--- src/hdl/isp_regs.svh ---
/*
 * Constants for the in-system-programming read and prepare command handler.
 * Assumes ASCII command lines arriving byte by byte on the handler clock.
 */
`ifndef ISP_REGS_SVH
`define ISP_REGS_SVH

// ==========================================
// Characters
`define ISP_CR          8'h0d
`define ISP_LF          8'h0a
`define ISP_SP          8'h20
`define ISP_ZERO        8'h30
`define ISP_NINE        8'h39
`define ISP_CMD_READ    8'h52
`define ISP_CMD_PREP    8'h50
`define ISP_RPL_OK      8'h4f
`define ISP_RPL_RESEND  8'h52
`define ISP_UU_BIAS     8'h20

// ==========================================
// Answer codes, sent as one decimal digit
`define ISP_RC_SUCCESS  4'h0
`define ISP_RC_INV_SECT 4'h1
`define ISP_RC_PARAM    4'h2
`define ISP_RC_ADDR     4'h3
`define ISP_RC_UNMAPPED 4'h4
`define ISP_RC_COUNT    4'h5
`define ISP_RC_CRP      4'h6

// ==========================================
// Transfer framing
`define ISP_LINE_BYTES  6'h2d
`define ISP_GROUP_LINES 5'h14
`define ISP_SUM_W       18
`define ISP_SUM_DIGITS  3'h5

`endif

--- src/hdl/isp_pkg.sv ---
/*
 * Types shared by the command handler and its surroundings.
 * Assumes sector numbers fit in eight bits.
 */
`include "isp_regs.svh"

package isp_pkg;

	// ==========================================
	// Handler states
	typedef enum logic [3:0] {
		S_IDLE, S_CODE, S_CODE_CR, S_CODE_LF, S_LLEN, S_FETCH, S_CAP, S_ENC,
		S_LCR, S_LLF, S_SUM_DIG, S_SUM_CR, S_SUM_LF, S_WAIT
	} state_t;

	// ==========================================
	// Carriers
	typedef struct packed {
		logic        valid;
		logic [7:0]  data;
	} byte_t;

	typedef struct packed {
		logic        rd;
		logic [31:0] addr;
	} mem_req_t;

	typedef struct packed {
		logic        req;
		logic [7:0]  first;
		logic [7:0]  last;
	} op_req_t;

	typedef struct packed {
		logic        first;
		logic        prev_cr;
		logic        innum;
		logic        bad;
		logic [1:0]  pidx;
		logic [7:0]  cmd;
		logic [31:0] p0;
		logic [31:0] p1;
	} parse_t;

	typedef struct packed {
		logic [31:0]            addr;
		logic [31:0]            remain;
		logic [31:0]            grp_addr;
		logic [31:0]            grp_remain;
		logic [`ISP_SUM_W-1:0]  sum;
		logic [4:0]             lines;
		logic [5:0]             left;
		logic [1:0]             bcnt;
		logic [1:0]             chidx;
		logic [23:0]            grp3;
	} xfer_t;

	typedef struct packed {
		logic [`ISP_SUM_W-1:0]  val;
		logic [2:0]             pos;
		logic [3:0]             dig;
		logic                   started;
	} dec_t;

endpackage : isp_pkg

--- src/hdl/isp_read_prepare_handler.sv ---
/*
 * Read-memory and sector-prepare command handler with UU-encoded read stream.
 * Assumes UART bytes and memory are on i_ref_clk; memory data must be valid in the same cycle as the read strobe.
 */
`timescale 1ns/1ps
`include "isp_regs.svh"

module isp_read_prepare_handler #(
	parameter int          NSECT       = 8,
	parameter logic [31:0] FLASH_BASE  = 32'h0000_0000,
	parameter logic [31:0] FLASH_BYTES = 32'h0000_8000,
	parameter logic [31:0] RAM_BASE    = 32'h1000_0000,
	parameter logic [31:0] RAM_BYTES   = 32'h0000_2000,
	parameter logic [NSECT-1:0] BOOT_MASK = {1'b1, {(NSECT-1){1'b0}}}
) (
	input  wire logic              i_ref_clk,
	input  wire logic              i_reset_n,
	input  wire isp_pkg::byte_t    i_rx,
	output isp_pkg::byte_t         o_tx,
	input  wire logic              i_tx_ready,
	output isp_pkg::mem_req_t      o_mem,
	input  wire logic [7:0]        i_mem_rdata,
	input  wire logic              i_crp_active,
	input  wire isp_pkg::op_req_t  i_op,
	input  wire logic              i_op_done,
	output logic                   o_op_permit,
	output logic [NSECT-1:0]       o_sector_prepared
);

	// ==========================================
	// State
	isp_pkg::state_t   st_q, st_d;
	isp_pkg::parse_t   par_q, par_d;
	isp_pkg::xfer_t    xf_q, xf_d;
	isp_pkg::dec_t     dec_q, dec_d;
	isp_pkg::byte_t    tx_q, tx_d;
	isp_pkg::mem_req_t mem_q, mem_d;
	logic [3:0]        code_q, code_d;
	logic              go_q, go_d;
	logic [NSECT-1:0]  prep_q, prep_d;

	logic              line_done;
	logic              tx_free;
	logic [2:0]        nparams;
	logic [NSECT-1:0]  prange;
	logic [NSECT-1:0]  orange;
	logic [NSECT-1:0]  setmask;
	logic [32:0]       rd_end;
	logic              mapped;
	logic [5:0]        six;
	logic [5:0]        nline;
	logic [3:0]        rc;
	logic [`ISP_SUM_W-1:0] pw;

	function automatic logic [`ISP_SUM_W-1:0] pow10(input logic [2:0] p);
		case (p)
			3'h0: pow10 = `ISP_SUM_W'(1);
			3'h1: pow10 = `ISP_SUM_W'(10);
			3'h2: pow10 = `ISP_SUM_W'(100);
			3'h3: pow10 = `ISP_SUM_W'(1000);
			3'h4: pow10 = `ISP_SUM_W'(10000);
			default: pow10 = `ISP_SUM_W'(100000);
		endcase
	endfunction : pow10

	assign o_tx              = tx_q;
	assign o_mem             = mem_q;
	assign o_sector_prepared = prep_q;
	assign tx_free           = !tx_q.valid || i_tx_ready;
	assign nparams           = {1'b0, par_q.pidx} + {2'b00, par_q.innum};

	// ==========================================
	// Range decoding
	always_comb begin
		for (int i = 0; i < NSECT; i++) begin
			prange[i] = (32'(i) >= par_q.p0) && (32'(i) <= par_q.p1);
			orange[i] = (8'(i) >= i_op.first) && (8'(i) <= i_op.last);
		end
		// Whole range must sit in one region; 33 bits keep the end from wrapping
		rd_end = {1'b0, par_q.p0} + {1'b0, par_q.p1};
		mapped = ((par_q.p0 >= FLASH_BASE) && (rd_end <= {1'b0, FLASH_BASE} + {1'b0, FLASH_BYTES}))
		      || ((par_q.p0 >= RAM_BASE) && (rd_end <= {1'b0, RAM_BASE} + {1'b0, RAM_BYTES}));
		o_op_permit = i_op.req && (i_op.last >= i_op.first)
		           && (32'(i_op.last) < 32'(NSECT))
		           && ((orange & ~prep_q) == '0);
	end

	// ==========================================
	// Next state
	always_comb begin
		st_d      = st_q;
		par_d     = par_q;
		xf_d      = xf_q;
		dec_d     = dec_q;
		tx_d      = tx_q;
		code_d    = code_q;
		go_d      = go_q;
		mem_d     = '{rd: 1'b0, addr: mem_q.addr};
		setmask   = '0;
		line_done = 1'b0;
		rc        = `ISP_RC_SUCCESS;
		six       = 6'h00;
		pw        = pow10(dec_q.pos);
		nline     = (xf_q.remain < 32'(`ISP_LINE_BYTES)) ? xf_q.remain[5:0] : `ISP_LINE_BYTES;
		if (tx_q.valid && i_tx_ready) begin
			tx_d.valid = 1'b0;
		end

		// Input is only listened to while idle or while an answer is awaited from the host
		if (i_rx.valid && (st_q == isp_pkg::S_IDLE || st_q == isp_pkg::S_WAIT)) begin
			if (i_rx.data == `ISP_LF) begin
				line_done     = par_q.prev_cr;
				par_d.first   = 1'b1;
				par_d.prev_cr = 1'b0;
				par_d.innum   = 1'b0;
				par_d.bad     = 1'b0;
				par_d.pidx    = 2'h0;
			end else if (i_rx.data == `ISP_CR) begin
				par_d.prev_cr = 1'b1;
			end else begin
				par_d.prev_cr = 1'b0;
				if (par_q.first) begin
					par_d.first = 1'b0;
					par_d.cmd   = i_rx.data;
					par_d.p0    = 32'h0;
					par_d.p1    = 32'h0;
				end else if (i_rx.data == `ISP_SP) begin
					if (par_q.innum) begin
						par_d.pidx  = par_q.pidx + 2'h1;
						par_d.innum = 1'b0;
					end
				end else if (i_rx.data >= `ISP_ZERO && i_rx.data <= `ISP_NINE
				             && par_q.pidx < 2'h2) begin
					par_d.innum = 1'b1;
					if (par_q.pidx == 2'h0) begin
						par_d.p0 = (par_q.p0 << 3) + (par_q.p0 << 1)
						         + {28'h0, i_rx.data[3:0]};
					end else begin
						par_d.p1 = (par_q.p1 << 3) + (par_q.p1 << 1)
						         + {28'h0, i_rx.data[3:0]};
					end
				end else begin
					par_d.bad = 1'b1;
				end
			end
		end

		case (st_q)
			isp_pkg::S_IDLE: begin
				if (line_done && par_q.cmd == `ISP_CMD_READ) begin
					if (i_crp_active) begin
						rc = `ISP_RC_CRP;
					end else if (par_q.bad || nparams != 3'h2) begin
						rc = `ISP_RC_PARAM;
					end else if (par_q.p0[1:0] != 2'h0) begin
						rc = `ISP_RC_ADDR;
					end else if (par_q.p1[1:0] != 2'h0) begin
						rc = `ISP_RC_COUNT;
					end else if (!mapped) begin
						rc = `ISP_RC_UNMAPPED;
					end
					code_d          = rc;
					go_d            = (rc == `ISP_RC_SUCCESS) && (par_q.p1 != 32'h0);
					xf_d.addr       = par_q.p0;
					xf_d.remain     = par_q.p1;
					xf_d.grp_addr   = par_q.p0;
					xf_d.grp_remain = par_q.p1;
					xf_d.sum        = '0;
					xf_d.lines      = 5'h0;
					st_d            = isp_pkg::S_CODE;
				end else if (line_done && par_q.cmd == `ISP_CMD_PREP) begin
					if (par_q.bad || nparams != 3'h2) begin
						rc = `ISP_RC_PARAM;
					end else if (par_q.p1 < par_q.p0 || par_q.p1 >= 32'(NSECT)) begin
						rc = `ISP_RC_INV_SECT;
					end else if ((prange & BOOT_MASK) != '0) begin
						rc = `ISP_RC_INV_SECT;
					end else begin
						setmask = prange;
					end
					code_d = rc;
					go_d   = 1'b0;
					st_d   = isp_pkg::S_CODE;
				end
			end
			isp_pkg::S_CODE: begin
				if (tx_free) begin
					tx_d = '{valid: 1'b1, data: `ISP_ZERO + {4'h0, code_q}};
					st_d = isp_pkg::S_CODE_CR;
				end
			end
			isp_pkg::S_CODE_CR: begin
				if (tx_free) begin
					tx_d = '{valid: 1'b1, data: `ISP_CR};
					st_d = isp_pkg::S_CODE_LF;
				end
			end
			isp_pkg::S_CODE_LF: begin
				if (tx_free) begin
					tx_d = '{valid: 1'b1, data: `ISP_LF};
					st_d = go_q ? isp_pkg::S_LLEN : isp_pkg::S_IDLE;
				end
			end
			isp_pkg::S_LLEN: begin
				if (tx_free) begin
					tx_d      = '{valid: 1'b1, data: `ISP_UU_BIAS + {2'b00, nline}};
					xf_d.left = nline;
					xf_d.bcnt = 2'h0;
					st_d      = isp_pkg::S_FETCH;
				end
			end
			isp_pkg::S_FETCH: begin
				if (xf_q.left == 6'h0) begin
					// Short tail of a line is padded with zero bytes, not summed
					xf_d.grp3 = {xf_q.grp3[15:0], 8'h00};
					xf_d.bcnt = xf_q.bcnt + 2'h1;
					if (xf_q.bcnt == 2'h2) begin
						xf_d.chidx = 2'h0;
						st_d       = isp_pkg::S_ENC;
					end
				end else begin
					mem_d = '{rd: 1'b1, addr: xf_q.addr};
					st_d  = isp_pkg::S_CAP;
				end
			end
			isp_pkg::S_CAP: begin
				xf_d.grp3   = {xf_q.grp3[15:0], i_mem_rdata};
				xf_d.sum    = xf_q.sum + {{(`ISP_SUM_W-8){1'b0}}, i_mem_rdata};
				xf_d.addr   = xf_q.addr + 32'h1;
				xf_d.remain = xf_q.remain - 32'h1;
				xf_d.left   = xf_q.left - 6'h1;
				xf_d.bcnt   = xf_q.bcnt + 2'h1;
				xf_d.chidx  = 2'h0;
				st_d        = (xf_q.bcnt == 2'h2) ? isp_pkg::S_ENC : isp_pkg::S_FETCH;
			end
			isp_pkg::S_ENC: begin
				case (xf_q.chidx)
					2'h0: six = xf_q.grp3[23:18];
					2'h1: six = xf_q.grp3[17:12];
					2'h2: six = xf_q.grp3[11:6];
					default: six = xf_q.grp3[5:0];
				endcase
				if (tx_free) begin
					tx_d       = '{valid: 1'b1, data: `ISP_UU_BIAS + {2'b00, six}};
					xf_d.chidx = xf_q.chidx + 2'h1;
					if (xf_q.chidx == 2'h3) begin
						xf_d.bcnt = 2'h0;
						st_d      = (xf_q.left == 6'h0) ? isp_pkg::S_LCR : isp_pkg::S_FETCH;
					end
				end
			end
			isp_pkg::S_LCR: begin
				if (tx_free) begin
					tx_d = '{valid: 1'b1, data: `ISP_CR};
					st_d = isp_pkg::S_LLF;
				end
			end
			isp_pkg::S_LLF: begin
				if (tx_free) begin
					tx_d       = '{valid: 1'b1, data: `ISP_LF};
					xf_d.lines = xf_q.lines + 5'h1;
					if (xf_q.lines == `ISP_GROUP_LINES - 5'h1
					    || xf_q.remain == 32'h0) begin
						dec_d = '{val: xf_q.sum, pos: `ISP_SUM_DIGITS, dig: 4'h0, started: 1'b0};
						st_d  = isp_pkg::S_SUM_DIG;
					end else begin
						st_d = isp_pkg::S_LLEN;
					end
				end
			end
			isp_pkg::S_SUM_DIG: begin
				// Digits by repeated subtraction: slow, but no divider
				if (dec_q.val >= pw) begin
					dec_d.val = dec_q.val - pw;
					dec_d.dig = dec_q.dig + 4'h1;
				end else if (tx_free) begin
					if (dec_q.dig != 4'h0 || dec_q.started || dec_q.pos == 3'h0) begin
						tx_d          = '{valid: 1'b1, data: `ISP_ZERO + {4'h0, dec_q.dig}};
						dec_d.started = 1'b1;
					end
					dec_d.dig = 4'h0;
					dec_d.pos = dec_q.pos - 3'h1;
					if (dec_q.pos == 3'h0) begin
						st_d = isp_pkg::S_SUM_CR;
					end
				end
			end
			isp_pkg::S_SUM_CR: begin
				if (tx_free) begin
					tx_d = '{valid: 1'b1, data: `ISP_CR};
					st_d = isp_pkg::S_SUM_LF;
				end
			end
			isp_pkg::S_SUM_LF: begin
				if (tx_free) begin
					tx_d = '{valid: 1'b1, data: `ISP_LF};
					st_d = isp_pkg::S_WAIT;
				end
			end
			isp_pkg::S_WAIT: begin
				if (line_done && par_q.cmd == `ISP_RPL_OK) begin
					xf_d.grp_addr   = xf_q.addr;
					xf_d.grp_remain = xf_q.remain;
					xf_d.sum        = '0;
					xf_d.lines      = 5'h0;
					st_d = (xf_q.remain == 32'h0) ? isp_pkg::S_IDLE : isp_pkg::S_LLEN;
				end else if (line_done && par_q.cmd == `ISP_RPL_RESEND) begin
					xf_d.addr   = xf_q.grp_addr;
					xf_d.remain = xf_q.grp_remain;
					xf_d.sum    = '0;
					xf_d.lines  = 5'h0;
					st_d        = isp_pkg::S_LLEN;
				end
			end
			default: st_d = isp_pkg::S_IDLE;
		endcase

		// Clear before set, so a prepare in the same cycle as a completion sticks
		prep_d = (prep_q & ~(i_op_done ? orange : '0)) | setmask;
	end

	// ==========================================
	// Registers
	always_ff @(posedge i_ref_clk) begin
		if (!i_reset_n) begin
			st_q   <= isp_pkg::S_IDLE;
			par_q  <= '{first: 1'b1, default: '0};
			xf_q   <= '0;
			dec_q  <= '0;
			tx_q   <= '0;
			mem_q  <= '0;
			code_q <= 4'h0;
			go_q   <= 1'b0;
			prep_q <= '0;
		end else begin
			st_q   <= st_d;
			par_q  <= par_d;
			xf_q   <= xf_d;
			dec_q  <= dec_d;
			tx_q   <= tx_d;
			mem_q  <= mem_d;
			code_q <= code_d;
			go_q   <= go_d;
			prep_q <= prep_d;
		end
	end

endmodule : isp_read_prepare_handler

--- config.mk ---
export PLATFORM = sky130hd
export DESIGN_NAME = isp_read_prepare_handler
export DESIGN_NICKNAME = d
export VERILOG_FILES = /design/src/hdl/isp_pkg.sv /design/src/hdl/isp_read_prepare_handler.sv
export VERILOG_INCLUDE_DIRS = /design/src /design/src/hdl
export SDC_FILE = /design/constraint.sdc
export NUM_CORES = 1
export LEC_CHECK = 0
export BUFFER_PORTS_ARGS = -buffer_cell sky130_fd_sc_hd__buf_4
export CAP_MARGIN = 30
export CELL_PAD_IN_SITES_DETAIL_PLACEMENT = 1
export CELL_PAD_IN_SITES_GLOBAL_PLACEMENT = 2
export CORE_UTILIZATION = 38
export DETAILED_ROUTE_END_ITERATION = 8
export GPL_ROUTABILITY_DRIVEN = 0
export PLACE_DENSITY_LB_ADDON = 0.1
export SLEW_MARGIN = 20
export SYNTH_ARGS = -nofsm -noshare
export SYNTH_HDL_FRONTEND = slang
export SYNTH_SLANG_ARGS = --single-unit
--- constraint.sdc ---
create_clock -name i_ref_clk -period 5.3 [get_ports i_ref_clk]
set_clock_uncertainty 0.15 [all_clocks]
set_input_delay 1.06 -clock i_ref_clk [delete_from_list [all_inputs] [get_ports i_ref_clk]]
set_output_delay 1.06 -clock i_ref_clk [all_outputs]
set_load 0.01 [all_outputs]
==> impl_summary.log <==
[metrics] nets@finish: 3,493
[metrics] required arrival time at the worst endpoint: 5590 ps
[metrics] most crowded layer after global routing: met2
[metrics] via count: 24,800
[metrics] standard-cell row count: 92
[metrics] Overflow after GRT: 0
[metrics] Worst VDD drop: 0.185 mV
[metrics] number of port buffers: 88
[metrics] Final Critical Period: 4560 ps
[metrics] WL per Instance: 22.9 um
[metrics] path category of the worst min-delay check: reg2reg
[metrics] antenna violations before repair: 2
[metrics] final setup fails: 0
[metrics] DR iter-0 viols: 1,415
[metrics] die outline width: 255 um
[metrics] cell types with the largest area share after synthesis: dfxtp_1, ha_1, nand2_1
[metrics] final HPWL from detailed placement: 68.2 mm
[metrics] maximum level of the CTS H-tree: 2
[metrics] flop-to-flop setup slack: 740 ps
[metrics] commonest non-fill, non-tap cell in the layout: nand2_1
[metrics] Register-to-Register Path Depth: 17
[metrics] Hold-fix buffers, CTS: 0
[metrics] Max Root-Sink Buffers: 3
[metrics] status: completed
[metrics] startpoint of the most critical setup path: dec_q[5]
[metrics] end of the critical path: o_tx[0]
[metrics] Clk pin slew, worst setup/hold paths: 60 ps
[metrics] fraction of met3 tracks used by global routing: 2.70%
[metrics] routed vias/inst: 6.04
[metrics] synth warn: 0
[metrics] io pins: 90
[metrics] post-detailed-route count of antenna-violating nets: 0
[metrics] accumulated negative setup slack: 0 ps
[metrics] Critical Path Sink Type: flip-flop
[metrics] Post-Route Utilization: 43.3%
[metrics] number of gates resized after CTS: 0
[metrics] Post-route DRC: 0
[metrics] clock network latency to the later pin of the worst-skew pair: 590 ps
[metrics] cell area after technology mapping: 0.0243 mm2
[metrics] share of the cycle needed by the critical path after routing: 86.0%
[metrics] highest clock rate: 219 MHz
[metrics] capture instance of the worst register-to-register path: o_tx[0]
[metrics] share of synthesized registers carrying an async set or reset: 0%
[metrics] wire length of the first global-routing pass: 145 mm
[metrics] Final Instance Count excl. Fillers: 4,098
[metrics] flops & latches, synth: 346
[metrics] critical path type: reg2reg
[metrics] sequential cell area fraction in the yosys report: 28.5%
[metrics] maximum number of pins on one net before global-route repair: 174
[metrics] number of pins with negative max-slew slack in the final report: 0
[metrics] post-synth net total: 3,488
[metrics] fraction of met2 tracks used by global routing: 48.1%
[metrics] LEAKAGE: 0.0109 uW
[metrics] Clock Sinks: 346
[metrics] max_cap viols: 0
[metrics] CP arrival: 4850 ps
[metrics] slew of the pin with the lowest slew margin: 1000 ps
[metrics] most used flip-flop cell after synthesis: dfxtp_1
[metrics] number of fillers in the final layout: 7,701
[metrics] unrepaired setup endpoints after global routing: false
[metrics] TritonCTS clock tree: yes
[metrics] Num CTS Buffers: 45
[metrics] Routed Wire Length: 93.7 mm
[metrics] overall power: 7250 uW
[metrics] Setup crit start kind: flip-flop
[metrics] Worst Path Max Fanout: 8
[metrics] synthesis-to-layout area growth: 12.4%
[metrics] post-CTS setup buffer count: 0
[metrics] leading cell types in the layout, fill and taps excluded: nand2_1, nor2_1, dfxtp_1
[metrics] count of endpoints failing hold in the final timing report: 0
[metrics] DP Area: 0.0258 mm2
[metrics] Die ar.: 0.0651 mm2
[metrics] PwrDens: 265 mW/mm2
[metrics] worst relative slew slack: 32.8%
[metrics] met1 usage in global routing: 37.9%
[metrics] final standard cell area without fillers: 0.0274 mm2
[metrics] die height: 255 um
[metrics] Cell variety after synth: 97
[metrics] Clk Tree Root Cell: clkbuf_16
[metrics] first-pass detailed-route iteration total: 8
[metrics] share of final-layout standard cells stronger than drive strength 1: 8.31%
[metrics] number of flops mapped to enable cells by yosys: 0
[metrics] critical register-to-register path startpoint: dec_q[5]
[metrics] core area: 0.0632 mm2
[metrics] GRT Overall Usage: 28.5%
[metrics] cell accounting for the most synthesized area: dfxtp_1
[metrics] Synth Instances: 3,212
[metrics] number of global-route vias before repair: 25,000
[metrics] dpl cells: 4,015
[metrics] starting utilization of the core area: 38.5%
[metrics] share of Yosys cell area claimed by the top area cell type: 28.5%
[metrics] mean cell area of the mapped netlist: 7.58 um2
==> worst min path at each step <==
stage	startpoint	endpoint	slack, ps	cells past startpoint
after global routing	dec_q[12]	dec_q[12]	330	2
after CTS	o_mem[26]	o_mem[26]	310	2
after detailed placement	o_mem[26]	o_mem[26]	300	2
after floorplan	dec_q[8]	dec_q[8]	280	2
after global placement	dec_q[8]	dec_q[8]	290	2
final	o_mem[26]	o_mem[26]	310	2
==> registers in the layout, summed over array words and instances, names as in the netlist <==
signal / flops
go_q: 1
code_q: 3
dec_q: 26
o_mem: 33
par_q: 78
xf_q: 185
st_q: 4
o_tx: 8
o_sector_prepared: 8
==> kinds of logic (layout without fill, tap and decap cells) <==
family                   after synthesis  in the layout  synth area share, %
AO/OA/AOI/OAI                       1018           1018                 26.9
XOR/XNOR                              86             86                 3.09
adder cells (fa/ha/maj)              237            237                 12.4
buffers and inverters                316            355                 5.37
flip-flops                           346            346                 28.5
multiplexers                          22             22                0.915
other                                  1              2               0.0154
AND/OR/NAND/NOR                     1186           1186                 22.8
==> cell type report <==
type / count / area, um2 / area share (%)
Inverter: 130 / 495 / 1.81
Multi-Input combinational cell: 2550 / 16200 / 59.1
Clock buffer: 71 / 1390 / 5.06
Sequential cell: 346 / 6930 / 25.3
Tap cell: 846 / 1060 / 3.87
Antenna cell: 1 / 2.50 / 0.00915
Clock inverter: 10 / 179 / 0.654
Timing Repair Buffer: 144 / 1150 / 4.20
==> synthesized netlist by cell type, types with 54 or more instances <==
cell type    n
dfxtp_1    346
nand2_1    400
clkbuf_1   146
xnor2_1     54
o21ai_0    225
inv_1      128
nor2_1     353
ha_1       230
nor3_1      64
o211ai_1    55
a22oi_1     85
a21oi_1    291
==> stage by stage <==
step | worst slack, ps | hold slack [ps]
after floorplan | 1060 | 282
after global placement | 490 | 291
after detailed placement | 408 | 302
after CTS | 825 | 313
after global routing | 470 | 325
final | 742 | 309
==> critical path, cell delays in order (launching register included) <==
cell and delay, ps:
dfxtp_1 350, inv_1 140, ha_1 280, nor2b_1 530, ha_1 310, fa_1 200
nor2b_1 60, o21ai_1 180, a21boi_1 140, o311a_1 350, o221ai_1 260, a31oi_1 160
nor3_2 150, buf_4 200, and3_1 370, a21oi_1 240, a221oi_1 290, nor2_1 60
==> layer usage <==
metal	up-vias	share of wire, %
li1	11700	-
met1	12400	46
met2	560	47
met3	144	4.3
met4	0	2.9
met5	-	0
==> power breakdown <==
| part | internal [uW] | leakage (uW) | switching [uW] |
|---|---|---|---|
| logic | 393 | 0.00737 | 828 |
| registers | 2680 | 0.00279 | 86.2 |
| clock network | 1990 | 0.000766 | 1280 |
| total | 5060 | 0.0109 | 2190 |
Note: power is estimated with default switching activity, not from simulation.
